$ cat config.mk
export PLATFORM = sky130hd
export DESIGN_NAME = clock_ratio_config
export DESIGN_NICKNAME = d
export VERILOG_FILES = /design/src/verilog/clk_cfg_pkg.sv /design/src/verilog/ratio_decode.sv /design/src/verilog/clock_ratio_config.sv
export SDC_FILE = /design/constraint.sdc
export NUM_CORES = 1
export LEC_CHECK = 0
export ABC_CLOCK_PERIOD_IN_PS = 1950
export BUFFER_PORTS_ARGS = -buffer_cell sky130_fd_sc_hd__buf_4
export CAP_MARGIN = 20
export CORE_UTILIZATION = 51
export CTS_CLUSTER_SIZE = 40
export DETAILED_ROUTE_END_ITERATION = 8
export HOLD_SLACK_MARGIN = 0.12
export PLACE_DENSITY = 0.79
export SETUP_SLACK_MARGIN = 0.02
export SLEW_MARGIN = 20
export SYNTH_ARGS = -nofsm -noshare
export SYNTH_HDL_FRONTEND = slang
export SYNTH_SLANG_ARGS = --single-unit
$ cat constraint.sdc
create_clock -name mclk -period 1.95 [get_ports mclk]
set_clock_uncertainty 0.2 [all_clocks]
set_input_delay 0.2925 -clock mclk [delete_from_list [all_inputs] [get_ports mclk]]
set_output_delay 0.2925 -clock mclk [all_outputs]
set_load 0.02 [all_outputs]
$ cat src/verilog/clk_cfg_pkg.sv
package clk_cfg_pkg;

    // ********************************************************
    // Register offsets on the control port
    // ********************************************************
    localparam logic [7:0] FRAC_LOW_ADDR = 8'h37;
    localparam logic [7:0] INT_LOW_ADDR  = 8'h38;
    localparam logic [7:0] N_PDM_ADDR    = 8'h39;
    localparam logic [7:0] M_ADDR        = 8'h3a;
    localparam logic [7:0] MOD_BCLK_ADDR = 8'h3b;

    // ********************************************************
    // Reset values
    // ********************************************************
    localparam logic [7:0] FRAC_LOW_RST = 8'h00;
    localparam logic [7:0] INT_LOW_RST  = 8'h08;
    localparam logic [7:0] N_PDM_RST    = 8'h20;
    localparam logic [7:0] M_RST        = 8'h04;
    localparam logic [7:0] MOD_BCLK_RST = 8'h00;

    // Bit 0 of the modulator register is read only
    localparam logic [7:0] MOD_BCLK_WMASK = 8'hfe;

    // ********************************************************
    // Field positions
    // ********************************************************
    localparam int N_MSB        = 7;
    localparam int N_LSB        = 5;
    localparam int PDM_MSB      = 4;
    localparam int PDM_LSB      = 2;
    localparam int M_MSB        = 7;
    localparam int M_LSB        = 2;
    localparam int MOD_MSB      = 5;
    localparam int MOD_LSB      = 4;
    localparam int PRI_HIGH_BIT = 2;
    localparam int SEC_HIGH_BIT = 1;
    localparam int PREV_INT_BIT = 7;
    localparam int PREV_FRAC_MSB = 5;

    // ********************************************************
    // Widths and code limits
    // ********************************************************
    localparam int FRAC_W = 14;
    localparam int INT_W  = 9;
    localparam int N_W    = 3;
    localparam int M_W    = 6;
    localparam int PDM_W  = 3;
    localparam int MOD_W  = 2;

    localparam logic [13:0] FRAC_MAX     = 14'h270f;
    localparam logic [8:0]  INT_RESERVED = 9'h000;
    localparam logic [2:0]  PDM_MAX      = 3'h4;
    localparam logic [1:0]  MOD_RESERVED = 2'h3;

endpackage : clk_cfg_pkg

$ cat src/verilog/ratio_decode.sv
`timescale 1ns/1ps

// Code to ratio: code zero means two to the width, others equal the code
module ratio_decode #(
    parameter int W = 3
) (
    input  wire logic [W-1:0] code,
    output logic      [W:0]   ratio
);

    // ********************************************************
    // Decode
    // ********************************************************
    always_comb begin
        if (code == '0) begin
            ratio = {1'b1, {W{1'b0}}};
        end else begin
            ratio = {1'b0, code};
        end
    end

endmodule : ratio_decode

$ cat src/verilog/clock_ratio_config.sv
`timescale 1ns/1ps

module clock_ratio_config (
    input  wire logic        mclk,
    input  wire logic        rst_n,
    input  wire logic        reg_write,
    input  wire logic [7:0]  reg_addr,
    input  wire logic [7:0]  reg_wdata,
    output logic      [7:0]  reg_rdata,
    input  wire logic [7:0]  prev_clock_config,
    input  wire logic        auto_detect_en,
    input  wire logic [13:0] auto_fraction,
    input  wire logic [8:0]  auto_integer,
    input  wire logic [3:0]  auto_n_ratio,
    input  wire logic [6:0]  auto_m_ratio,
    input  wire logic [4:0]  auto_pdm_ratio,
    input  wire logic [2:0]  auto_modulator_ratio,
    output logic      [13:0] pll_fraction,
    output logic      [8:0]  pll_integer,
    output logic      [3:0]  n_ratio,
    output logic      [4:0]  pulse_density_ratio,
    output logic      [6:0]  m_ratio,
    output logic      [2:0]  modulator_clock_ratio,
    output logic             primary_bitclock_ratio_high,
    output logic             secondary_bitclock_ratio_high,
    output logic             config_fault
);

    // ********************************************************
    // Register file
    // ********************************************************
    logic [7:0]  frac_low_q, frac_low_d;
    logic [7:0]  int_low_q,  int_low_d;
    logic [7:0]  n_pdm_q,    n_pdm_d;
    logic [7:0]  m_reg_q,    m_reg_d;
    logic [7:0]  mod_bclk_q, mod_bclk_d;
    logic [7:0]  rdata_q,    rdata_d;

    // Next register values from control port writes
    always_comb begin
        frac_low_d = frac_low_q;
        int_low_d  = int_low_q;
        n_pdm_d    = n_pdm_q;
        m_reg_d    = m_reg_q;
        mod_bclk_d = mod_bclk_q;
        if (reg_write) begin
            unique case (reg_addr)
                clk_cfg_pkg::FRAC_LOW_ADDR: frac_low_d = reg_wdata;
                clk_cfg_pkg::INT_LOW_ADDR:  int_low_d  = reg_wdata;
                clk_cfg_pkg::N_PDM_ADDR:    n_pdm_d    = reg_wdata;
                clk_cfg_pkg::M_ADDR:        m_reg_d    = reg_wdata;
                clk_cfg_pkg::MOD_BCLK_ADDR: mod_bclk_d = reg_wdata & clk_cfg_pkg::MOD_BCLK_WMASK;
                default: ;
            endcase
        end
    end

    // Read mux; unmapped offsets read zero, one cycle latency
    always_comb begin
        unique case (reg_addr)
            clk_cfg_pkg::FRAC_LOW_ADDR: rdata_d = frac_low_q;
            clk_cfg_pkg::INT_LOW_ADDR:  rdata_d = int_low_q;
            clk_cfg_pkg::N_PDM_ADDR:    rdata_d = n_pdm_q;
            clk_cfg_pkg::M_ADDR:        rdata_d = m_reg_q;
            clk_cfg_pkg::MOD_BCLK_ADDR: rdata_d = mod_bclk_q;
            default:                    rdata_d = 8'h00;
        endcase
    end

    // Register storage
    always_ff @(posedge mclk or negedge rst_n) begin
        if (!rst_n) begin
            frac_low_q <= clk_cfg_pkg::FRAC_LOW_RST;
            int_low_q  <= clk_cfg_pkg::INT_LOW_RST;
            n_pdm_q    <= clk_cfg_pkg::N_PDM_RST;
            m_reg_q    <= clk_cfg_pkg::M_RST;
            mod_bclk_q <= clk_cfg_pkg::MOD_BCLK_RST;
            rdata_q    <= 8'h00;
        end else begin
            frac_low_q <= frac_low_d;
            int_low_q  <= int_low_d;
            n_pdm_q    <= n_pdm_d;
            m_reg_q    <= m_reg_d;
            mod_bclk_q <= mod_bclk_d;
            rdata_q    <= rdata_d;
        end
    end

    assign reg_rdata = rdata_q;

    // ********************************************************
    // Field joining and decoding
    // ********************************************************
    logic [13:0] man_fraction;
    logic [8:0]  man_integer;
    logic [2:0]  n_code;
    logic [5:0]  m_code;
    logic [2:0]  pdm_code;
    logic [1:0]  mod_code;
    logic [3:0]  man_n;
    logic [6:0]  man_m;
    logic [4:0]  man_pdm;
    logic [2:0]  man_mod;

    // High fields on top, stored byte at bottom
    assign man_fraction = {prev_clock_config[clk_cfg_pkg::PREV_FRAC_MSB:0],
                           frac_low_q};
    assign man_integer  = {prev_clock_config[clk_cfg_pkg::PREV_INT_BIT],
                           int_low_q};
    assign n_code   = n_pdm_q[clk_cfg_pkg::N_MSB:clk_cfg_pkg::N_LSB];
    assign pdm_code = n_pdm_q[clk_cfg_pkg::PDM_MSB:clk_cfg_pkg::PDM_LSB];
    assign m_code   = m_reg_q[clk_cfg_pkg::M_MSB:clk_cfg_pkg::M_LSB];
    assign mod_code = mod_bclk_q[clk_cfg_pkg::MOD_MSB:clk_cfg_pkg::MOD_LSB];

    // Zero code selects the top ratio
    ratio_decode #(.W(clk_cfg_pkg::N_W)) u_n_decode (
        .code  (n_code),
        .ratio (man_n)
    );

    ratio_decode #(.W(clk_cfg_pkg::M_W)) u_m_decode (
        .code  (m_code),
        .ratio (man_m)
    );

    // Power of two ratios; reserved codes saturate at the top ratio
    always_comb begin
        if (pdm_code > clk_cfg_pkg::PDM_MAX) begin
            man_pdm = 5'h10;
        end else begin
            man_pdm = 5'(5'h01 << pdm_code);
        end
        if (mod_code == clk_cfg_pkg::MOD_RESERVED) begin
            man_mod = 3'h4;
        end else begin
            man_mod = 3'(3'h1 << mod_code);
        end
    end

    // ********************************************************
    // Effective ratios with auto detection override
    // ********************************************************
    logic [13:0] fraction_q, fraction_d;
    logic [8:0]  integer_q,  integer_d;
    logic [3:0]  n_q,        n_d;
    logic [6:0]  m_q,        m_d;
    logic [4:0]  pdm_q,      pdm_d;
    logic [2:0]  mod_q,      mod_d;
    logic        pri_q,      pri_d;
    logic        sec_q,      sec_d;
    logic        fault_q,    fault_d;

    // Select stored or detected ratios, flag reserved codes
    always_comb begin
        pri_d = mod_bclk_q[clk_cfg_pkg::PRI_HIGH_BIT];
        sec_d = mod_bclk_q[clk_cfg_pkg::SEC_HIGH_BIT];
        if (auto_detect_en) begin
            fraction_d = auto_fraction;
            integer_d  = auto_integer;
            n_d        = auto_n_ratio;
            m_d        = auto_m_ratio;
            pdm_d      = auto_pdm_ratio;
            mod_d      = auto_modulator_ratio;
            fault_d    = 1'b0;
        end else begin
            fraction_d = man_fraction;
            integer_d  = man_integer;
            n_d        = man_n;
            m_d        = man_m;
            pdm_d      = man_pdm;
            mod_d      = man_mod;
            fault_d    = (man_fraction > clk_cfg_pkg::FRAC_MAX)
                       | (man_integer == clk_cfg_pkg::INT_RESERVED)
                       | (pdm_code > clk_cfg_pkg::PDM_MAX)
                       | (mod_code == clk_cfg_pkg::MOD_RESERVED);
        end
    end

    // Output registers
    always_ff @(posedge mclk or negedge rst_n) begin
        if (!rst_n) begin
            fraction_q <= 14'h0000;
            integer_q  <= 9'h008;
            n_q        <= 4'h1;
            m_q        <= 7'h01;
            pdm_q      <= 5'h01;
            mod_q      <= 3'h1;
            pri_q      <= 1'b0;
            sec_q      <= 1'b0;
            fault_q    <= 1'b0;
        end else begin
            fraction_q <= fraction_d;
            integer_q  <= integer_d;
            n_q        <= n_d;
            m_q        <= m_d;
            pdm_q      <= pdm_d;
            mod_q      <= mod_d;
            pri_q      <= pri_d;
            sec_q      <= sec_d;
            fault_q    <= fault_d;
        end
    end

    assign pll_fraction                  = fraction_q;
    assign pll_integer                   = integer_q;
    assign n_ratio                       = n_q;
    assign pulse_density_ratio           = pdm_q;
    assign m_ratio                       = m_q;
    assign modulator_clock_ratio         = mod_q;
    assign primary_bitclock_ratio_high   = pri_q;
    assign secondary_bitclock_ratio_high = sec_q;
    assign config_fault                  = fault_q;

    // ********************************************************
    // Assertions
    // ********************************************************
    frac_join_a: assert property (@(posedge mclk) disable iff (!rst_n)
        !auto_detect_en |=> pll_fraction ==
            {$past(prev_clock_config[5:0]), $past(frac_low_q)})
        else $error("fraction multiplier not joined from high bits and byte");

    int_join_a: assert property (@(posedge mclk) disable iff (!rst_n)
        (reg_write && reg_addr == 8'h38 && !auto_detect_en) ##1 !auto_detect_en
            |=> pll_integer == {$past(prev_clock_config[7]), $past(reg_wdata, 2)})
        else $error("integer multiplier does not follow written byte");

    n_zero_a: assert property (@(posedge mclk) disable iff (!rst_n)
        (!auto_detect_en && n_pdm_q[7:5] == 3'h0) |=> n_ratio == 4'h8)
        else $error("n code zero does not give ratio eight");

    m_ratio_a: assert property (@(posedge mclk) disable iff (!rst_n)
        (!auto_detect_en && m_reg_q[7:2] != 6'h00) |=> m_ratio == {1'b0, $past(m_reg_q[7:2])})
        else $error("m ratio differs from nonzero code");

    pdm_ratio_a: assert property (@(posedge mclk) disable iff (!rst_n)
        (!auto_detect_en && n_pdm_q[4:2] == 3'h3) |=> pulse_density_ratio == 5'h08)
        else $error("pdm code three does not give ratio eight");

    mod_fault_a: assert property (@(posedge mclk) disable iff (!rst_n)
        (!auto_detect_en && mod_bclk_q[5:4] == 2'h3)
            |=> config_fault && modulator_clock_ratio == 3'h4)
        else $error("reserved modulator code not flagged");

    frac_fault_a: assert property (@(posedge mclk) disable iff (!rst_n)
        (!auto_detect_en && man_fraction == 14'h2710) |=> config_fault)
        else $error("reserved fraction code not flagged");

    int_fault_a: assert property (@(posedge mclk) disable iff (!rst_n)
        (!auto_detect_en && man_integer == 9'h000) |=> config_fault && pll_integer == 9'h000)
        else $error("integer code zero not flagged");

    bclk_high_a: assert property (@(posedge mclk) disable iff (!rst_n)
        (reg_write && reg_addr == 8'h3b) |-> ##2 primary_bitclock_ratio_high == $past(reg_wdata[2], 2)
            && secondary_bitclock_ratio_high == $past(reg_wdata[1], 2))
        else $error("bit-clock divider top bits do not follow write");

    auto_override_a: assert property (@(posedge mclk) disable iff (!rst_n)
        auto_detect_en |=> !config_fault && m_ratio == $past(auto_m_ratio)
            && pll_integer == $past(auto_integer))
        else $error("auto detection did not override stored ratios");

    n_ratio_a: assert property (@(posedge mclk) disable iff (!rst_n)
        (!auto_detect_en && n_pdm_q[7:5] != 3'h0)
            |=> n_ratio == {1'b0, $past(n_pdm_q[7:5])})
        else $error("n ratio differs from nonzero code");

    m_zero_a: assert property (@(posedge mclk) disable iff (!rst_n)
        (!auto_detect_en && m_reg_q[7:2] == 6'h00) |=> m_ratio == 7'h40)
        else $error("m code zero does not give ratio sixty-four");

    pdm_reserved_a: assert property (@(posedge mclk) disable iff (!rst_n)
        (!auto_detect_en && n_pdm_q[4:2] > 3'h4)
            |=> config_fault && pulse_density_ratio == 5'h10)
        else $error("reserved pdm code not flagged");

    mod_ratio_a: assert property (@(posedge mclk) disable iff (!rst_n)
        (!auto_detect_en && mod_bclk_q[5:4] == 2'h2) |=> modulator_clock_ratio == 3'h4)
        else $error("modulator code two does not give ratio four");

    int_high_a: assert property (@(posedge mclk) disable iff (!rst_n)
        !auto_detect_en |=> pll_integer[8] == $past(prev_clock_config[7])
            && pll_integer[7:0] == $past(int_low_q))
        else $error("integer high bit not on top of stored byte");

    fault_clear_a: assert property (@(posedge mclk) disable iff (!rst_n)
        (!auto_detect_en && man_fraction <= 14'h270f && man_integer != 9'h000
            && n_pdm_q[4:2] <= 3'h4 && mod_bclk_q[5:4] != 2'h3)
            |=> !config_fault)
        else $error("fault raised for legal codes");

    auto_pass_a: assert property (@(posedge mclk) disable iff (!rst_n)
        auto_detect_en |=> pll_fraction == $past(auto_fraction)
            && n_ratio == $past(auto_n_ratio) && pulse_density_ratio == $past(auto_pdm_ratio)
            && modulator_clock_ratio == $past(auto_modulator_ratio))
        else $error("auto ratios not passed through");

endmodule : clock_ratio_config

==> impl_metrics.py <==
metrics = {
    "critical_path": {
        "arrival_ns": 1.86,
        "rrSetupSlack_ns": 0.12,
        "cpPeakStageDelay_ns": 0.72,
        "crit_buf_inv": 0,
        "cp_slowest_cell": "or4_2",
        "cp-endpoint": "config_fault",
        "crit_path_start_kind": "flop",
        "timing.rr.end": "config_fault",
        "criticalPathCategory": "flop to flop",
        "crit_path_max_fanout": 4,
        "end_kind": "flop",
        "reg2reg_from": "frac_low_q[4]",
        "cp.required_ns": 1.98,
        "path_cells": "or4_2 > a211oi_2 > o211ai_1",
        "path_delay_family": "simple AND/OR/NAND/NOR gates",
        "reg2reg_depth": 3,
        "startpoint": "frac_low_q[4]",
        "cp.depth": 3,
    },
    "global_route": {
        "antenna_found_initial": 0,
        "grt_pass1_wl_um": 15500,
        "gr-total-overflow": 0,
        "grt_max_degree": 53,
        "track_usage_pct": 27.2,
        "grt_pass1_vias": 3111,
    },
    "die": {
        "core-area_um2": 7290,
        "start_util_pct": 52.8,
        "ios": 123,
        "die_area_um2": 7900,
        "die_h_um": 88.9,
        "chipWidth_um": 88.9,
        "fp-row-count": 31,
    },
    "pwr": {
        "pwr-share-clk_pct": 31.6,
        "p_total_uw": 3990,
        "power_frac_seq_pct": 51.9,
        "switchingPower_uw": 978,
        "combPwrFrac_pct": 16.6,
        "leakage_uw": 0.00279,
        "switching_share_pct": 24.5,
        "ir_drop_mv": 0.465,
        "p_int_uw": 3010,
        "p_per_area_nw_per_um2": 693,
    },
    "clock_network": {
        "cts_buffers": 9,
        "worstSkewPairLatency_ns": 0.35,
        "clk_path_buf_depth": 2,
        "postCtsSetupBuffers": 0,
        "cts_num_sinks": 92,
        "path_clk_slew_ns": 0.08,
        "cts_root_buf": "clkbuf_8",
        "h-tree-depth": 3,
        "cts_tree": "done",
    },
    "layout": {
        "nNetsFinal": 527,
        "diodes": 0,
        "stdcell_area_um2": 5750,
        "drive_gt1_share_pct": 51.9,
        "syn2layout_area_growth_pct": 49.3,
    },
    "synth": {
        "yosysSeqAreaShare_pct": 60.1,
        "ys_seq_elements": 92,
        "synthArstFlopShare_pct": 100,
        "netlist_area_um2": 3850,
        "ys_types": 35,
        "syn_inst": 265,
        "netlist.area_leader.share_pct": 54.6,
        "ys.flop_type": "dfrtp_1",
        "yosys-top-cells-area": "dfrtp_1 55%, mux2_2 23%, dfstp_2 5.5%",
        "synthTopCellsByCount": "84 x dfrtp_1, 78 x mux2_2, 18 x nand3_1, 13 x nand2_1, 8 x dfstp_2",
        "yosysMostFrequentCell": "dfrtp_1",
        "synth_warnings": 0,
        "synth_edf_count": 0,
        "syn_avg_cell_area_um2": 14.5,
        "yosysTopAreaCell": "dfrtp_1",
        "synth_fp_nets": 335,
    },
    "drt": {
        "drtIter0Drc": 158,
        "wl_per_cell_um": 17.8,
        "routed_via_density": 5.26,
        "first_pass_iters": 4,
        "drc": 0,
        "vias": 2952,
        "route.final.wire_length_um": 10000,
        "ant_nets": 0,
    },
    "sta": {
        "slew_viol_final": 0,
        "setup_viol": 0,
        "max_slew_margin_pct": 60.5,
        "rsz0062_at_grt": "no",
        "hold_ws_ns": 0.125,
        "worst-slew-pin-transition_ns": 0.593,
        "min_period_ns": 1.83,
        "fmax_mhz": 546,
        "post-route-period-util_pct": 93.9,
        "final-hold-violation-count": 0,
        "setup_tns_ns": 0,
    },
    "place": {
        "dpl.hpwl_um": 6450,
        "place_congestion": 0.857,
        "place_area_um2": 4930,
        "place.port_buffers": 121,
    },
    "worst_hold_path": {
        "hold_class": "input pin to flop",
    },
    "status": {
        "status": "finished, final reports clean",
    },
    "job": {
        "maxCapViolations": 0,
    },
}
-- power groups by stage --
stage | Sequential [uW] | Combinational [uW] | Clock (uW)
global route | 2080 | 713 | 1350
detailed placement | 2100 | 544 | 0
CTS | 2070 | 650 | 1280
finish | 2070 | 660 | 1260
floorplan | 2160 | 184 | 0
global placement | 2100 | 531 | 0
-- cell families after synthesis --
kind of cell	after synthesis	synth area share, %
DFF	92	60.1
muxes	80	23.7
and+or+nand+nor	56	9.75
AOI/OAI and AO/OA	25	4.78
buffers and inverters	12	1.72
-- worst min-delay path by stage --
stage	startpoint	to	slack, ns	cells past startpoint
floorplan	rst_n	config_fault	-0.20	0
global placement	rst_n	m_ratio[2]	0.07	1
detailed placement	rst_n	m_ratio[2]	0.07	1
CTS	reg_addr[2]	reg_rdata[3]	0.12	4
global route	reg_addr[2]	reg_rdata[3]	0.13	4
finish	reg_addr[2]	reg_rdata[3]	0.13	4
-- per-layer routing --
layer  vias to the layer above  global-route usage, %  routed length [um]
met3                        30                   6.06                 624
met1                      1437                   33.7                4040
met5                         -                      0                   0
met2                       131                   45.7                5030
li1                       1354                      -                   -
met4                         0                   12.3                 306
-- sequential cells by signal, summed over array words and instances (netlist names) --
| name | count |
|---|---|
| m_ratio | 7 |
| config_fault | 1 |
| frac_low_q | 8 |
| secondary_bitclock_ratio_high | 1 |
| n_ratio | 4 |
| int_low_q | 8 |
| m_reg_q | 8 |
| mod_bclk_q | 7 |
| pll_integer | 9 |
| primary_bitclock_ratio_high | 1 |
| modulator_clock_ratio | 3 |
| reg_rdata | 8 |
| pulse_density_ratio | 5 |
| n_pdm_q | 8 |
| pll_fraction | 14 |
-- placed cells by master (no fill, tap or decap), drive strengths merged, types with 2 or more instances in the layout --
master and instances:
a22o 2, a22oi 6, buf 131, clkbuf 13, dfrtp 84, dfstp 8
dlygate4sd3 62, mux2 78, nand2 13, nand2b 3, nand3 19, nand3b 2
nor2 4, nor2b 2, nor3 3, nor4 2, o211ai 7, o21ai 4
o41ai 2, or4 2
-- layout make-up --
cell class	count	area (um2)
tap	99	124
fill	434	1540
clock inverter	3	46.3
timing repair buffer	193	1640
multi-input combinational	161	1480
clock buffer	13	149
sequential	92	2310
-- metrics by stage --
step                utilization, %  instances  setup WS [ns]
finish                        78.8        561          0.119
global placement              67.6        483          0.133
detailed placement            67.6        483          0.114
floorplan                        -        265          0.288
global route                  78.8        561         0.0883
CTS                           78.8        561          0.112
-- worst min-delay path, delay by kind of cell --
kind                   cells  cell delay (ns)
buffers and inverters      1             0.09
and+or+nand+nor            3             0.26
-- what timing repair did --
item / CTS / global route
endpoints found under the hold margin: 169 / 0
setup endpoints to repair: 0 / 1
resized for setup: 0 / 1
hold buffers: 62 / 0
(Power assumes the default switching activity.)
